## src/hw/motor_start_defs.svh

```systemverilog
// Constants of the motor start sequencer: widths, reset values and timing.
`ifndef MOTOR_START_DEFS_SVH
`define MOTOR_START_DEFS_SVH
`define SEQ_SPEED_W 16
`define SEQ_POS_W 16
`define SEQ_DUR_W 16
`define SEQ_CURR_W 12
`define SEQ_CLK_PERIOD_NS 20
`define SEQ_TICK_PERIOD_NS 1000000
`define SEQ_TICK_CYCLES (`SEQ_TICK_PERIOD_NS / `SEQ_CLK_PERIOD_NS)
`define SEQ_SPEED_RST 16'h0000
`define SEQ_STARTUP_ALIGN 2'h0
`define SEQ_STARTUP_DOUBLE_ALIGN 2'h1
`define SEQ_STARTUP_POS_DETECT 2'h2
`define SEQ_STARTUP_SLOW_CYCLE 2'h3
`endif

```

## src/hw/motor_start_pkg.sv

```systemverilog
// Types shared by the motor start sequencer files.
package motor_start_pkg;
   typedef enum logic [3:0] {
      ST_POWER_ON = 4'h0,
      ST_SLEEP = 4'h1,
      ST_STANDBY = 4'h2,
      ST_DETECT = 4'h3,
      ST_FWD_CHECK = 4'h4,
      ST_REV_CHECK = 4'h5,
      ST_COAST_CHECK = 4'h6,
      ST_COAST = 4'h7,
      ST_BRAKE_CHECK = 4'h8,
      ST_BRAKE = 4'h9,
      ST_STARTUP = 4'hA,
      ST_OPEN_LOOP = 4'hB,
      ST_REV_CLOSED = 4'hC,
      ST_REV_OPEN = 4'hD,
      ST_CLOSED_LOOP = 4'hE
   } seq_state_type;
   typedef struct packed {
      logic force_on;
      logic [2:0] high_on;
      logic [2:0] low_on;
   } gate_ctrl_type;
   typedef struct packed {
      logic start;
      logic [1:0] method;
   } startup_cmd_type;
endpackage

```

## src/hw/duration_timer.sv

```systemverilog
// Millisecond countdown timer with its own tick divider.
`timescale 1ns/1ps
`include "motor_start_defs.svh"
module duration_timer #(
   parameter int TICK_CYCLES = `SEQ_TICK_CYCLES,
   parameter int DUR_W = `SEQ_DUR_W
) (
   input wire logic i_sys_clk,
   input wire logic i_sys_rst,
   input wire logic i_start,
   input wire logic [DUR_W-1:0] i_duration,
   output logic o_expired
);
   localparam int DIV_W = $clog2(TICK_CYCLES + 1);
   logic [DIV_W-1:0] div_reg;
   logic [DUR_W-1:0] count_reg;
   logic armed_reg;
   logic tick;

   generate
      if (TICK_CYCLES < 2 || DUR_W < 1) begin : g_bad
         $error("duration_timer: unsupported parameters");
      end
   endgenerate

   // The divider restarts with the timer so that every period is whole.
   assign tick = (div_reg == DIV_W'(TICK_CYCLES - 1));

   always_ff @(posedge i_sys_clk) begin
      if (i_sys_rst || i_start || tick) begin
         div_reg <= '0;
      end else begin
         div_reg <= div_reg + DIV_W'(1);
      end
   end

   always_ff @(posedge i_sys_clk) begin
      if (i_sys_rst) begin
         count_reg <= '0;
         armed_reg <= 1'b0;
      end else if (i_start) begin
         count_reg <= i_duration;
         armed_reg <= 1'b1;
      end else if (armed_reg && tick && count_reg != '0) begin
         count_reg <= count_reg - DUR_W'(1);
      end
   end

   always_ff @(posedge i_sys_clk) begin
      if (i_sys_rst || i_start) begin
         o_expired <= 1'b0;
      end else begin
         o_expired <= armed_reg && (count_reg == '0);
      end
   end
endmodule

```

## src/hw/motor_start_sequencer.sv

```systemverilog
// Start sequencer that picks how a sensorless three-phase motor is started.
`timescale 1ns/1ps
`include "motor_start_defs.svh"
module motor_start_sequencer #(
   parameter int TICK_CYCLES = `SEQ_TICK_CYCLES,
   parameter int SPEED_W = `SEQ_SPEED_W,
   parameter int POS_W = `SEQ_POS_W,
   parameter int DUR_W = `SEQ_DUR_W,
   parameter int CURR_W = `SEQ_CURR_W
) (
   input wire logic i_sys_clk,
   input wire logic i_sys_rst,
   input wire logic [SPEED_W-1:0] i_speed_target,
   input wire logic i_cmd_dir_reverse,
   input wire logic i_power_state_select,
   input wire logic i_speed_wake_level,
   input wire logic i_initial_detect_enable,
   input wire logic i_forward_catch_enable,
   input wire logic i_counter_rotation_drive_enable,
   input wire logic i_coast_enable,
   input wire logic i_brake_enable,
   input wire logic i_brake_type_select,
   input wire logic i_brake_switch_side_select,
   input wire logic i_counter_rotation_param_select,
   input wire logic [1:0] i_startup_method_select,
   input wire logic [SPEED_W-1:0] i_forward_catch_speed_threshold,
   input wire logic [SPEED_W-1:0] i_loop_handoff_speed_threshold,
   input wire logic [SPEED_W-1:0] i_loop_handoff_speed_level,
   input wire logic [DUR_W-1:0] i_coast_duration,
   input wire logic [DUR_W-1:0] i_brake_duration,
   input wire logic [DUR_W-1:0] i_brake_current_settle_time,
   input wire logic [CURR_W-1:0] i_brake_current_level,
   input wire logic [CURR_W-1:0] i_phase_current_peak,
   input wire logic i_detect_done,
   input wire logic [SPEED_W-1:0] i_detect_speed,
   input wire logic [POS_W-1:0] i_detect_position,
   input wire logic i_detect_dir_reverse,
   input wire logic i_startup_done,
   input wire logic [SPEED_W-1:0] i_speed_estimate,
   input wire logic i_estimate_dir_reverse,
   output motor_start_pkg::seq_state_type o_state,
   output logic [SPEED_W-1:0] o_speed_target,
   output logic o_sleep,
   output logic o_standby,
   output logic o_detect_start,
   output logic o_seed_load,
   output logic [SPEED_W-1:0] o_seed_speed,
   output logic [POS_W-1:0] o_seed_position,
   output motor_start_pkg::gate_ctrl_type o_gate,
   output motor_start_pkg::startup_cmd_type o_startup,
   output logic o_foc_run,
   output logic o_open_loop,
   output logic o_ramp_decel,
   output logic o_use_reverse_params
);
   motor_start_pkg::seq_state_type state_reg;
   motor_start_pkg::seq_state_type state_next;
   logic target_zero;
   logic spin_reverse;
   logic coast_start;
   logic brake_start;
   logic current_high;
   logic dur_expired;
   logic settle_expired;
   logic brake_done;

   generate
      if (SPEED_W < 2 || POS_W < 1 || CURR_W < 1 || TICK_CYCLES < 2) begin : g_bad
         $error("motor_start_sequencer: unsupported parameters");
      end
   endgenerate

   assign target_zero = (o_speed_target == '0);
   // Direction is judged against the command, not against a fixed sense.
   assign spin_reverse = i_detect_dir_reverse ^ i_cmd_dir_reverse;
   assign current_high = (i_phase_current_peak >= i_brake_current_level);
   assign coast_start = (state_reg == motor_start_pkg::ST_COAST_CHECK) && i_coast_enable;
   assign brake_start = (state_reg == motor_start_pkg::ST_BRAKE_CHECK) && i_brake_enable;

   // One timer serves coast and brake, which never overlap.
   duration_timer #(
      .TICK_CYCLES(TICK_CYCLES),
      .DUR_W(DUR_W)
   ) u_dur_timer (
      .i_sys_clk(i_sys_clk),
      .i_sys_rst(i_sys_rst),
      .i_start(coast_start || brake_start),
      .i_duration(coast_start ? i_coast_duration : i_brake_duration),
      .o_expired(dur_expired)
   );

   // Any current at or above the level restarts the settle window.
   duration_timer #(
      .TICK_CYCLES(TICK_CYCLES),
      .DUR_W(DUR_W)
   ) u_settle_timer (
      .i_sys_clk(i_sys_clk),
      .i_sys_rst(i_sys_rst),
      .i_start(brake_start || current_high),
      .i_duration(i_brake_current_settle_time),
      .o_expired(settle_expired)
   );

   // The timeout ends a current brake even if the current never settles.
   assign brake_done = dur_expired || (i_brake_type_select && settle_expired);

   always_comb begin
      state_next = state_reg;
      case (state_reg)
         motor_start_pkg::ST_POWER_ON: begin
            if (i_power_state_select && !i_speed_wake_level) begin
               state_next = motor_start_pkg::ST_SLEEP;
            end else begin
               state_next = motor_start_pkg::ST_STANDBY;
            end
         end
         motor_start_pkg::ST_SLEEP, motor_start_pkg::ST_STANDBY: begin
            if (!target_zero) begin
               if (i_initial_detect_enable) begin
                  state_next = motor_start_pkg::ST_DETECT;
               end else begin
                  state_next = motor_start_pkg::ST_BRAKE_CHECK;
               end
            end
         end
         motor_start_pkg::ST_DETECT: begin
            if (i_detect_done) begin
               if (spin_reverse) begin
                  state_next = motor_start_pkg::ST_REV_CHECK;
               end else begin
                  state_next = motor_start_pkg::ST_FWD_CHECK;
               end
            end
         end
         motor_start_pkg::ST_FWD_CHECK: begin
            if (!i_forward_catch_enable) begin
               state_next = motor_start_pkg::ST_COAST_CHECK;
            end else if (o_seed_speed > i_forward_catch_speed_threshold) begin
               state_next = motor_start_pkg::ST_CLOSED_LOOP;
            end else begin
               state_next = motor_start_pkg::ST_OPEN_LOOP;
            end
         end
         motor_start_pkg::ST_REV_CHECK: begin
            // Reached only after detection saw reverse spin.
            if (!i_counter_rotation_drive_enable) begin
               state_next = motor_start_pkg::ST_COAST_CHECK;
            end else if (o_seed_speed > i_loop_handoff_speed_threshold) begin
               state_next = motor_start_pkg::ST_REV_CLOSED;
            end else begin
               state_next = motor_start_pkg::ST_REV_OPEN;
            end
         end
         motor_start_pkg::ST_COAST_CHECK: begin
            if (i_coast_enable) begin
               state_next = motor_start_pkg::ST_COAST;
            end else begin
               state_next = motor_start_pkg::ST_BRAKE_CHECK;
            end
         end
         motor_start_pkg::ST_COAST: begin
            if (dur_expired) begin
               state_next = motor_start_pkg::ST_BRAKE_CHECK;
            end
         end
         motor_start_pkg::ST_BRAKE_CHECK: begin
            if (i_brake_enable) begin
               state_next = motor_start_pkg::ST_BRAKE;
            end else begin
               state_next = motor_start_pkg::ST_STARTUP;
            end
         end
         motor_start_pkg::ST_BRAKE: begin
            if (brake_done) begin
               state_next = motor_start_pkg::ST_STARTUP;
            end
         end
         motor_start_pkg::ST_STARTUP: begin
            if (i_startup_done) begin
               state_next = motor_start_pkg::ST_OPEN_LOOP;
            end
         end
         motor_start_pkg::ST_REV_CLOSED: begin
            if (i_speed_estimate <= i_loop_handoff_speed_threshold) begin
               state_next = motor_start_pkg::ST_REV_OPEN;
            end
         end
         motor_start_pkg::ST_REV_OPEN, motor_start_pkg::ST_OPEN_LOOP: begin
            // Closing the loop waits until the rotor turns the commanded way.
            if (!(i_estimate_dir_reverse ^ i_cmd_dir_reverse)
                && i_speed_estimate > i_loop_handoff_speed_level) begin
               state_next = motor_start_pkg::ST_CLOSED_LOOP;
            end
         end
         motor_start_pkg::ST_CLOSED_LOOP: begin
            state_next = motor_start_pkg::ST_CLOSED_LOOP;
         end
         default: begin
            state_next = motor_start_pkg::ST_POWER_ON;
         end
      endcase
      // A zero command stops the motor from any running state.
      if (target_zero && state_reg != motor_start_pkg::ST_POWER_ON
          && state_reg != motor_start_pkg::ST_SLEEP
          && state_reg != motor_start_pkg::ST_STANDBY) begin
         state_next = motor_start_pkg::ST_STANDBY;
      end
   end

   always_ff @(posedge i_sys_clk) begin
      if (i_sys_rst) begin
         state_reg <= motor_start_pkg::ST_POWER_ON;
      end else begin
         state_reg <= state_next;
      end
   end

   always_ff @(posedge i_sys_clk) begin
      if (i_sys_rst || state_reg == motor_start_pkg::ST_POWER_ON) begin
         o_speed_target <= SPEED_W'(`SEQ_SPEED_RST);
      end else begin
         o_speed_target <= i_speed_target;
      end
   end

   always_ff @(posedge i_sys_clk) begin
      if (i_sys_rst) begin
         o_state <= motor_start_pkg::ST_POWER_ON;
         o_sleep <= 1'b0;
         o_standby <= 1'b0;
      end else begin
         o_state <= state_next;
         o_sleep <= (state_next == motor_start_pkg::ST_SLEEP);
         o_standby <= (state_next == motor_start_pkg::ST_STANDBY);
      end
   end

   always_ff @(posedge i_sys_clk) begin
      if (i_sys_rst) begin
         o_detect_start <= 1'b0;
         o_seed_load <= 1'b0;
         o_seed_speed <= '0;
         o_seed_position <= '0;
      end else begin
         o_detect_start <= (state_next == motor_start_pkg::ST_DETECT)
                           && (state_reg != motor_start_pkg::ST_DETECT);
         o_seed_load <= (state_reg == motor_start_pkg::ST_FWD_CHECK)
                        && (state_next == motor_start_pkg::ST_CLOSED_LOOP);
         if (state_reg == motor_start_pkg::ST_DETECT && i_detect_done) begin
            o_seed_speed <= i_detect_speed;
            o_seed_position <= i_detect_position;
         end
      end
   end

   always_ff @(posedge i_sys_clk) begin
      if (i_sys_rst) begin
         o_gate <= '0;
      end else if (state_next == motor_start_pkg::ST_COAST) begin
         o_gate <= '{force_on: 1'b1, high_on: 3'h0, low_on: 3'h0};
      end else if (state_next == motor_start_pkg::ST_BRAKE) begin
         // High-side braking is only offered for the timed brake.
         if (!i_brake_type_select && i_brake_switch_side_select) begin
            o_gate <= '{force_on: 1'b1, high_on: 3'h7, low_on: 3'h0};
         end else begin
            o_gate <= '{force_on: 1'b1, high_on: 3'h0, low_on: 3'h7};
         end
      end else begin
         o_gate <= '0;
      end
   end

   always_ff @(posedge i_sys_clk) begin
      if (i_sys_rst) begin
         o_startup <= '0;
      end else begin
         o_startup.start <= (state_next == motor_start_pkg::ST_STARTUP)
                            && (state_reg != motor_start_pkg::ST_STARTUP);
         o_startup.method <= i_startup_method_select;
      end
   end

   always_ff @(posedge i_sys_clk) begin
      if (i_sys_rst) begin
         o_foc_run <= 1'b0;
         o_open_loop <= 1'b0;
         o_ramp_decel <= 1'b0;
         o_use_reverse_params <= 1'b0;
      end else begin
         o_foc_run <= (state_next == motor_start_pkg::ST_CLOSED_LOOP)
                      || (state_next == motor_start_pkg::ST_REV_CLOSED);
         o_open_loop <= (state_next == motor_start_pkg::ST_OPEN_LOOP)
                        || (state_next == motor_start_pkg::ST_REV_OPEN);
         o_ramp_decel <= (state_next == motor_start_pkg::ST_REV_CLOSED)
                         || ((state_next == motor_start_pkg::ST_REV_OPEN)
                             && (i_estimate_dir_reverse ^ i_cmd_dir_reverse));
         o_use_reverse_params <= i_counter_rotation_param_select
                                 && ((state_next == motor_start_pkg::ST_REV_CLOSED)
                                 || (state_next == motor_start_pkg::ST_REV_OPEN));
      end
   end

   a_rest_after_init: assert property (@(posedge i_sys_clk) disable iff (i_sys_rst)
      $past(state_reg) == motor_start_pkg::ST_POWER_ON && !$past(i_sys_rst)
      |-> o_speed_target == '0 && (o_sleep || o_standby))
      else $error("power-on did not clear target and rest");
   a_wait_zero_target: assert property (@(posedge i_sys_clk) disable iff (i_sys_rst)
      (state_reg == motor_start_pkg::ST_STANDBY) && target_zero
      |=> state_reg == motor_start_pkg::ST_STANDBY)
      else $error("left standby with zero target");
   a_skip_detect: assert property (@(posedge i_sys_clk) disable iff (i_sys_rst)
      (state_reg == motor_start_pkg::ST_SLEEP || state_reg == motor_start_pkg::ST_STANDBY)
      && !target_zero && !i_initial_detect_enable
      |=> state_reg == motor_start_pkg::ST_BRAKE_CHECK)
      else $error("detect disabled but brake check skipped");
   a_detect_pulse: assert property (@(posedge i_sys_clk) disable iff (i_sys_rst)
      $rose(state_reg == motor_start_pkg::ST_DETECT) |-> o_detect_start ##1 !o_detect_start)
      else $error("detect start not a single pulse");
   a_reverse_only: assert property (@(posedge i_sys_clk) disable iff (i_sys_rst)
      state_reg == motor_start_pkg::ST_REV_CHECK && !i_counter_rotation_drive_enable
      && !target_zero |=> state_reg == motor_start_pkg::ST_COAST_CHECK)
      else $error("reverse drive without enable");
   a_fast_catch: assert property (@(posedge i_sys_clk) disable iff (i_sys_rst)
      state_reg == motor_start_pkg::ST_FWD_CHECK && i_forward_catch_enable && !target_zero
      && o_seed_speed > i_forward_catch_speed_threshold
      |=> state_reg == motor_start_pkg::ST_CLOSED_LOOP && o_seed_load ##1 !o_seed_load)
      else $error("fast forward catch missed closed loop");
   a_coast_all_off: assert property (@(posedge i_sys_clk) disable iff (i_sys_rst)
      state_reg == motor_start_pkg::ST_COAST
      |-> o_gate.force_on && o_gate.high_on == 3'h0 && o_gate.low_on == 3'h0)
      else $error("coast left a switch on");
   a_current_brake_low: assert property (@(posedge i_sys_clk) disable iff (i_sys_rst)
      state_reg == motor_start_pkg::ST_BRAKE && i_brake_type_select
      |-> o_gate.low_on == 3'h7 && o_gate.high_on == 3'h0)
      else $error("current brake not on low side");
   a_no_brake_start: assert property (@(posedge i_sys_clk) disable iff (i_sys_rst)
      state_reg == motor_start_pkg::ST_BRAKE_CHECK && !i_brake_enable && !target_zero
      |=> state_reg == motor_start_pkg::ST_STARTUP ##0 o_startup.start)
      else $error("brake disabled but start-up not begun");
   a_closed_foc: assert property (@(posedge i_sys_clk) disable iff (i_sys_rst)
      state_reg == motor_start_pkg::ST_CLOSED_LOOP |-> o_foc_run && !o_open_loop)
      else $error("closed loop without field control");
endmodule

```

## config.mk

```make
export PLATFORM = sky130hd
export DESIGN_NAME = motor_start_sequencer
export DESIGN_NICKNAME = d
export VERILOG_FILES = /design/src/hw/motor_start_pkg.sv /design/src/hw/duration_timer.sv /design/src/hw/motor_start_sequencer.sv
export VERILOG_INCLUDE_DIRS = /design/src /design/src/hw
export SDC_FILE = /design/constraint.sdc
export NUM_CORES = 1
export LEC_CHECK = 0
export BUFFER_PORTS_ARGS = -buffer_cell sky130_fd_sc_hd__buf_4
export CORE_MARGIN = 2
export CORE_UTILIZATION = 45
export DETAILED_ROUTE_END_ITERATION = 12
export GPL_ROUTABILITY_DRIVEN = 0
export PLACE_DENSITY = 0.81
export SYNTH_ARGS = -nofsm -noshare
export SYNTH_HDL_FRONTEND = slang
export SYNTH_HIERARCHICAL = 1
export SYNTH_SLANG_ARGS = --single-unit
```

## constraint.sdc

```tcl
create_clock -name i_sys_clk -period 2.5 [get_ports i_sys_clk]
set_input_delay 0.25 -clock i_sys_clk [delete_from_list [all_inputs] [get_ports i_sys_clk]]
set_output_delay 0.25 -clock i_sys_clk [all_outputs]
set_load 0.01 [all_outputs]
```

# --- After elaboration in Yosys (flattened, before gate mapping) ---
# Cells that the tools add are included.
totals:
  elab_cells: 141
  regBits: 138
op_classes:
  bitwise: 3
  add_sub_neg: 4
  n_eq_ne: 30
  reduce_logical: 48
  order_cmp: 5
  n_mux: 26
ops:
  columns: ["op", "n"]
  rows:
  - ["16-bit 2-to-1 mux", 5]
  - ["4-bit == test (second input constant)", 13]
  - ["4-bit case mux with 13 select lines", 1]
  - ["16-bit greater-than comparator", 3]
  - ["16-bit logical NOT", 3]
  - ["4-bit 2-to-1 mux", 12]
  - ["16-bit by 1-bit adder with 16-bit output (second input constant)", 2]
  - ["16-bit == test (second input constant)", 2]
  - ["16-bit nonzero test", 2]
  - ["16-bit by 1-bit subtractor with 16-bit output (second input constant)", 2]
  - ["1-bit logical AND", 21]
  - ["4-bit by 3-bit == test with 1-bit output (second input constant)", 5]
  - ["4-bit by 2-bit == test with 1-bit output (second input constant)", 4]
  - ["16-bit less-or-equal comparator", 1]
  - ["7-bit 2-to-1 mux", 2]
  - ["12-bit greater-or-equal comparator", 1]
  - ["1-bit logical OR", 12]
  - ["4-bit by 1-bit == test with 1-bit output (second input constant)", 2]
  - ["4-bit by 2-bit inequality test with 1-bit output (second input constant)", 2]
  - ["6-bit 2-to-1 mux", 1]
  - ["4-bit logical NOT", 1]
  - ["2-bit 2-to-1 mux", 2]
  - ["4-bit by 1-bit inequality test with 1-bit output (second input constant)", 1]
  - ["4-bit inequality test (second input constant)", 1]
  - ["other kinds (9)", 15]

# --- Depth between registers and ports, before layout ---
depth:
  word_depth: 9
  depth_mapped: 14
  depth_no_buf: 13

# --- Cells and area by module ---
# The synthesis kept the hierarchy.
by_module_without_submodules:
  columns: ["mod", "cells_per_inst", "seq_area_each_um2", "n_inst", "area_each_um2"]
  rows:
  - ["motor_start_sequencer", 585, 1321.3, 1, 4798.4]
  - ["duration_timer", 214, 680.7, 2, 1825.5]

# --- Worst setup path after synthesis ---
# No wires, ideal clock.
synth_path:
  path_type: "input to register"
  start: "input i_phase_current_peak[0]"
  end: "register u_settle_timer.count_reg[5]"
  setup_slack_ns: -0.138
  cell_stages: 13
  arrival_ns: 2.518
  path_buffers: 1
  setup_time_ns: 0.120
  path_cell_list: "inv_1 ha_1 nand2b_1 a21o_1 a21o_1 a21o_1 a211oi_1 o21bai_1 a31o_2 inv_1 clkbuf_1 nor2_1 a211o_1"
synth_via:
  elab_chain_cells: 3
  word_cells_on_any_way: 4
  cone_classes: "order compare (1); mux (1); reduce/logical (2)"
synth_rtl:
  columns: ["item", "line_no", "source"]
  rows:
  - ["start: declaration", "motor_start_sequencer.sv:33", "input wire logic [CURR_W-1:0] i_phase_current_peak,"]
  - ["12-bit greater-or-equal comparator (*)", "motor_start_sequencer.sv:76", "assign current_high = (i_phase_current_peak >= i_brake_current_level);"]
  - ["1-bit logical OR (*)", "motor_start_sequencer.sv:99", ".i_start(brake_start || current_high),"]
  - ["16-bit 2-to-1 mux / 2-bit nonzero test (equally long branches)", null, null]
  - ["end signal: assignment", "duration_timer.sv:42", "count_reg <= i_duration;"]
  - ["end signal: assignment", "duration_timer.sv:45", "count_reg <= count_reg - DUR_W'(1);"]
  - ["end: declaration", "duration_timer.sv:16", "logic [DUR_W-1:0] count_reg;"]
# Every way passes the cells marked *; elsewhere a longest branch is shown, timed or not.
# A chain may end at the register's enable or synchronous reset.

# --- Worst setup path in the final report ---
layout_path:
  start: "register o_seed_speed[14]"
  end: "register o_gate[6] in the netlist's numbering"
layout_via:
  elab_chain_cells: 8
  word_cells_on_any_way: 12
  cone_classes: "order compare (2); eq/ne (2); mux (8)"
layout_rtl:
  columns: ["item", "line_no", "source"]
  rows:
  - ["start: declaration", "motor_start_sequencer.sv:47", "output logic [SPEED_W-1:0] o_seed_speed,"]
  - ["start signal: assignment", "motor_start_sequencer.sv:250", "o_seed_speed <= i_detect_speed;"]
  - ["16-bit greater-than comparator (on tied branches)", "motor_start_sequencer.sv:148, motor_start_sequencer.sv:138", null]
  - ["1-bit 2-to-1 mux / 3-bit 2-to-1 mux (equally long branches)", "motor_start_sequencer.sv:148, motor_start_sequencer.sv:138", null]
  - ["4-bit 2-to-1 mux (on tied branches)", "motor_start_sequencer.sv:146, motor_start_sequencer.sv:136", null]
  - ["4-bit case mux with 13 select lines (*)", "motor_start_sequencer.sv:109", "case (state_reg)"]
  - ["4-bit 2-to-1 mux (*)", "motor_start_sequencer.sv:203", "if (target_zero && state_reg != motor_start_pkg::ST_POWER_ON"]
  - ["4-bit == test", "motor_start_sequencer.sv:261", "end else if (state_next == motor_start_pkg::ST_BRAKE) begin"]
  - ["7-bit 2-to-1 mux", "motor_start_sequencer.sv:261", null]
  - ["7-bit 2-to-1 mux (*)", "motor_start_sequencer.sv:259", "end else if (state_next == motor_start_pkg::ST_COAST) begin"]
  - ["end signal: assignment", "motor_start_sequencer.sv:260", "o_gate <= '{force_on: 1'b1, high_on: 3'h0, low_on: 3'h0};"]
  - ["end signal: assignment", "motor_start_sequencer.sv:264", "o_gate <= '{force_on: 1'b1, high_on: 3'h7, low_on: 3'h0};"]
  - ["end signal: assignment", "motor_start_sequencer.sv:266", "o_gate <= '{force_on: 1'b1, high_on: 3'h0, low_on: 3'h7};"]
  - ["end: declaration", "motor_start_sequencer.sv:49", "output motor_start_pkg::gate_ctrl_type o_gate,"]
# Marked as above.

==> impl_results.md <==
* Status: finished, violations left
* Failing checks: setup timing
* Initial Util at 0.455
* Fillers at 1,603
* Vias at 8,564
* Area of the core at 0.0186 mm²
* Synthesis-stage register bit count at 134
* # port buffers at 272
* PD cells at 694 mW/mm²
* Clock share of power at 0.289
* M2 GR Usage at 0.446
* Crit. End Element: register
* Max Freq at 394 MHz
* CTS tree: yes
* Worst skew pair latency at 0.42 ns
* Final worst setup slack at -0.0352 ns
* Crit-path max FO at 3
* Final Max Tran Viols at 0
* P_int at 0.00544 W
* Worst r2r src: o_seed_speed[14]
* Critical Path AT at 2.88 ns
* Worst setup SP type: register
* Place WS at -0.194 ns
* Synthesized area at 0.00845 mm²
* Clock Sink Count at 134
* DRC at 0
* Most frequent cell after synthesis: dfxtp_1
* Net Sw Frac at 0.340
* Post-DP HPWL at 19.5 mm
* Die area at 0.0199 mm²
* Cell count after synthesis at 1,013
* Post-synthesis sequential area ratio at 0.317
* Max H-tree Level at 4
* Main synth FF type: dfxtp_1
* CTS root buf: clkbuf_16
* Crit Path Class: register to register
* ANT cells at 0
* Post-synth top cells: dfxtp_1 (134), nand2_1 (120), nor2_1 (95)
* Gate power share at 0.389
* Non-filler instance count after layout at 1,581
* Met1 Usage GRT at 0.288
* Final hold vios at 0
* Worst hold path cell count at 2
* Most crowded layer after global routing: met2
* First-pass GRT wire length at 39.6 mm
* Sequential Power Share at 0.322
* Yosys warnings at 6
* Crit share post-route at 1.01
* Min Tclk post-route at 2.54 ns
* Final ANT Viol Nets at 0
* TritonCTS Buffers at 17
* Syn_nets at 1,296
* Worst slew pin tran at 0.575 ns
* Area grow syn2layout at 40.6%
* TritonRoute pass-1 iters at 5
* Post-synth EDFFs at 0
* Die height at 141 µm
* Hold Path Class: primary input to register
* Crit path to: o_gate[6]
* Post-synthesis async set-or-reset flop share at 0
* Final wirelength at 25.1 mm
* Max_cap viols at 0
* Synth top area share at 0.317
* Synthesized area per cell at 8.34 µm²
* Gr usage total at 0.247
* Rows at 50
* Peak VDD IR at 533 µV
* Vias in the first global route at 8,292
* Layout cells sized above 1 at 0.352
* Antenna violations before repair at 0
* GRT overflow at 0
* Max-Slew Margin vs Limit at 0.617
* Final core occ at 0.639
* WL per Instance at 15.9 µm
* FF-to-FF path depth at 8
* Placed Cells at 1,545
* Final setup vio count at 1
* Io pins at 273
* Die X at 141 µm
* Largest net degree at the start of global routing at 45
* Crit path from: o_seed_speed[14]
* Number of vias per cell at 5.42
* Final nets at 1,617
* Worst reg2reg endpoint: o_gate[6]
* Synth cell types at 83
* Ranking of synthesized cells by area: dfxtp_1 (32%), ha_1 (12%), nand2_1 (5.3%)
* Worst-path clk slew at 0.06 ns
* Clk buf depth at 2
* Skew final at 0.0100 ns
* RSZ-0062 raised after global routing: yes
* 1st-iter DRT viols at 404
* Flop2flop setup slack at -0.04 ns
* Met3 usage in global routing at 0.0452
* Area leader, netlist: dfxtp_1
* Leakage at 5.43 nW
* CP Data Required Time at 2.85 ns
* Net Switching at 0.00280 W
==> per-layer routing <==
layer	wire, µm	vias up	part of all wire
met3	1510	55	0.060
met2	12700	296	0.50
met1	10200	3987	0.40
met4	796	0	0.032
met5	0	-	0
li1	-	4226	-
==> power groups by stage <==
stage	Clock, W	Combinational (W)	Sequential [W]
after CTS	0.00243	0.00308	0.00264
after floorplan	0	0.00188	0.00267
after global routing	0.00254	0.00351	0.00269
final	0.00238	0.00321	0.00266
after global placement	0	0.00300	0.00268
after detailed placement	0	0.00307	0.00269
==> metrics by stage <==
step	hold slack (ns)	total power, W	cell area, µm²	TNS, ns
after floorplan	0.362	0.00455	8450	-0.0473
after global placement	0.429	0.00567	11100	-1.29
after detailed placement	0.445	0.00575	11100	-2.96
after CTS	0.0205	0.00815	11700	-0.283
after global routing	0.0225	0.00875	11900	-0.802
final	0.0306	0.00825	11900	-0.0352
==> cell type report <==
class,instances,area (µm²),area share
Clock buffer,23,488,0.0411
Sequential cell,134,2690,0.227
Timing Repair Buffer,343,2600,0.219
Clock inverter,9,75.1,0.00632
Multi-Input combinational cell,751,5400,0.455
Inverter,87,330,0.0278
Tap cell,234,293,0.0246
==> repair_timing <==
item                       in CTS  in global routing
resized for setup               3                 33
buffers inserted                0                  4
gates cloned                    0                  0
hold buffers                    0                  0
setup endpoints to repair       9                 39
pin swaps                       2                  8
==> cells by family (layout without fill, tap and decap cells) <==
| group | count (synthesis) | in the layout | synth area share |
|---|---|---|---|
| AOI/OAI and AO/OA | 175 | 175 | 0.144 |
| xor gates and xnor gates | 35 | 35 | 0.0363 |
| adders and majority gates | 80 | 80 | 0.118 |
| buffers and inverters | 128 | 462 | 0.0657 |
| DFF | 134 | 134 | 0.317 |
| muxes | 27 | 27 | 0.0352 |
| and+or+nand+nor | 434 | 434 | 0.282 |
==> how the worst min path moves through the flow <==
stage,start,endpoint,slack [ns]
2_1_floorplan,i_counter_rotation_param_select,o_use_reverse_params,0.36
3_3_place_gp,u_dur_timer/div_reg[0],u_dur_timer/div_reg[0],0.43
3_5_place_dp,u_settle_timer/div_reg[0],u_settle_timer/div_reg[0],0.45
4_1_cts,i_speed_target[11],o_speed_target[11],0.02
5_1_grt,i_speed_target[2],o_speed_target[2],0.02
6_report,i_speed_target[11],o_speed_target[11],0.03
==> layout by cell type (no fill, tap or decap), types with 17 or more instances in the layout <==
cell type,netlist,layout
dfxtp_1,134,128
nor2_1,95,93
and2_1,18,18
nand2_1,120,118
ha_1,80,74
buf_4,5,341
nand3_1,18,18
xnor2_1,21,21
a21oi_1,73,70
clkbuf_16,0,17
inv_1,87,86
nor3_1,25,25
nand4_1,25,25
==> worst max-delay path: stages, from the launching register on <==
cell	delay [ns]
dfxtp_1	0.34
ha_4	0.27
nand4_1	0.18
or4_4	0.48
nor3_4	0.19
buf_4	0.15
and4b_2	0.24
or4_4	0.48
a21oi_2	0.14
Note: power is estimated with default switching activity, not from simulation.
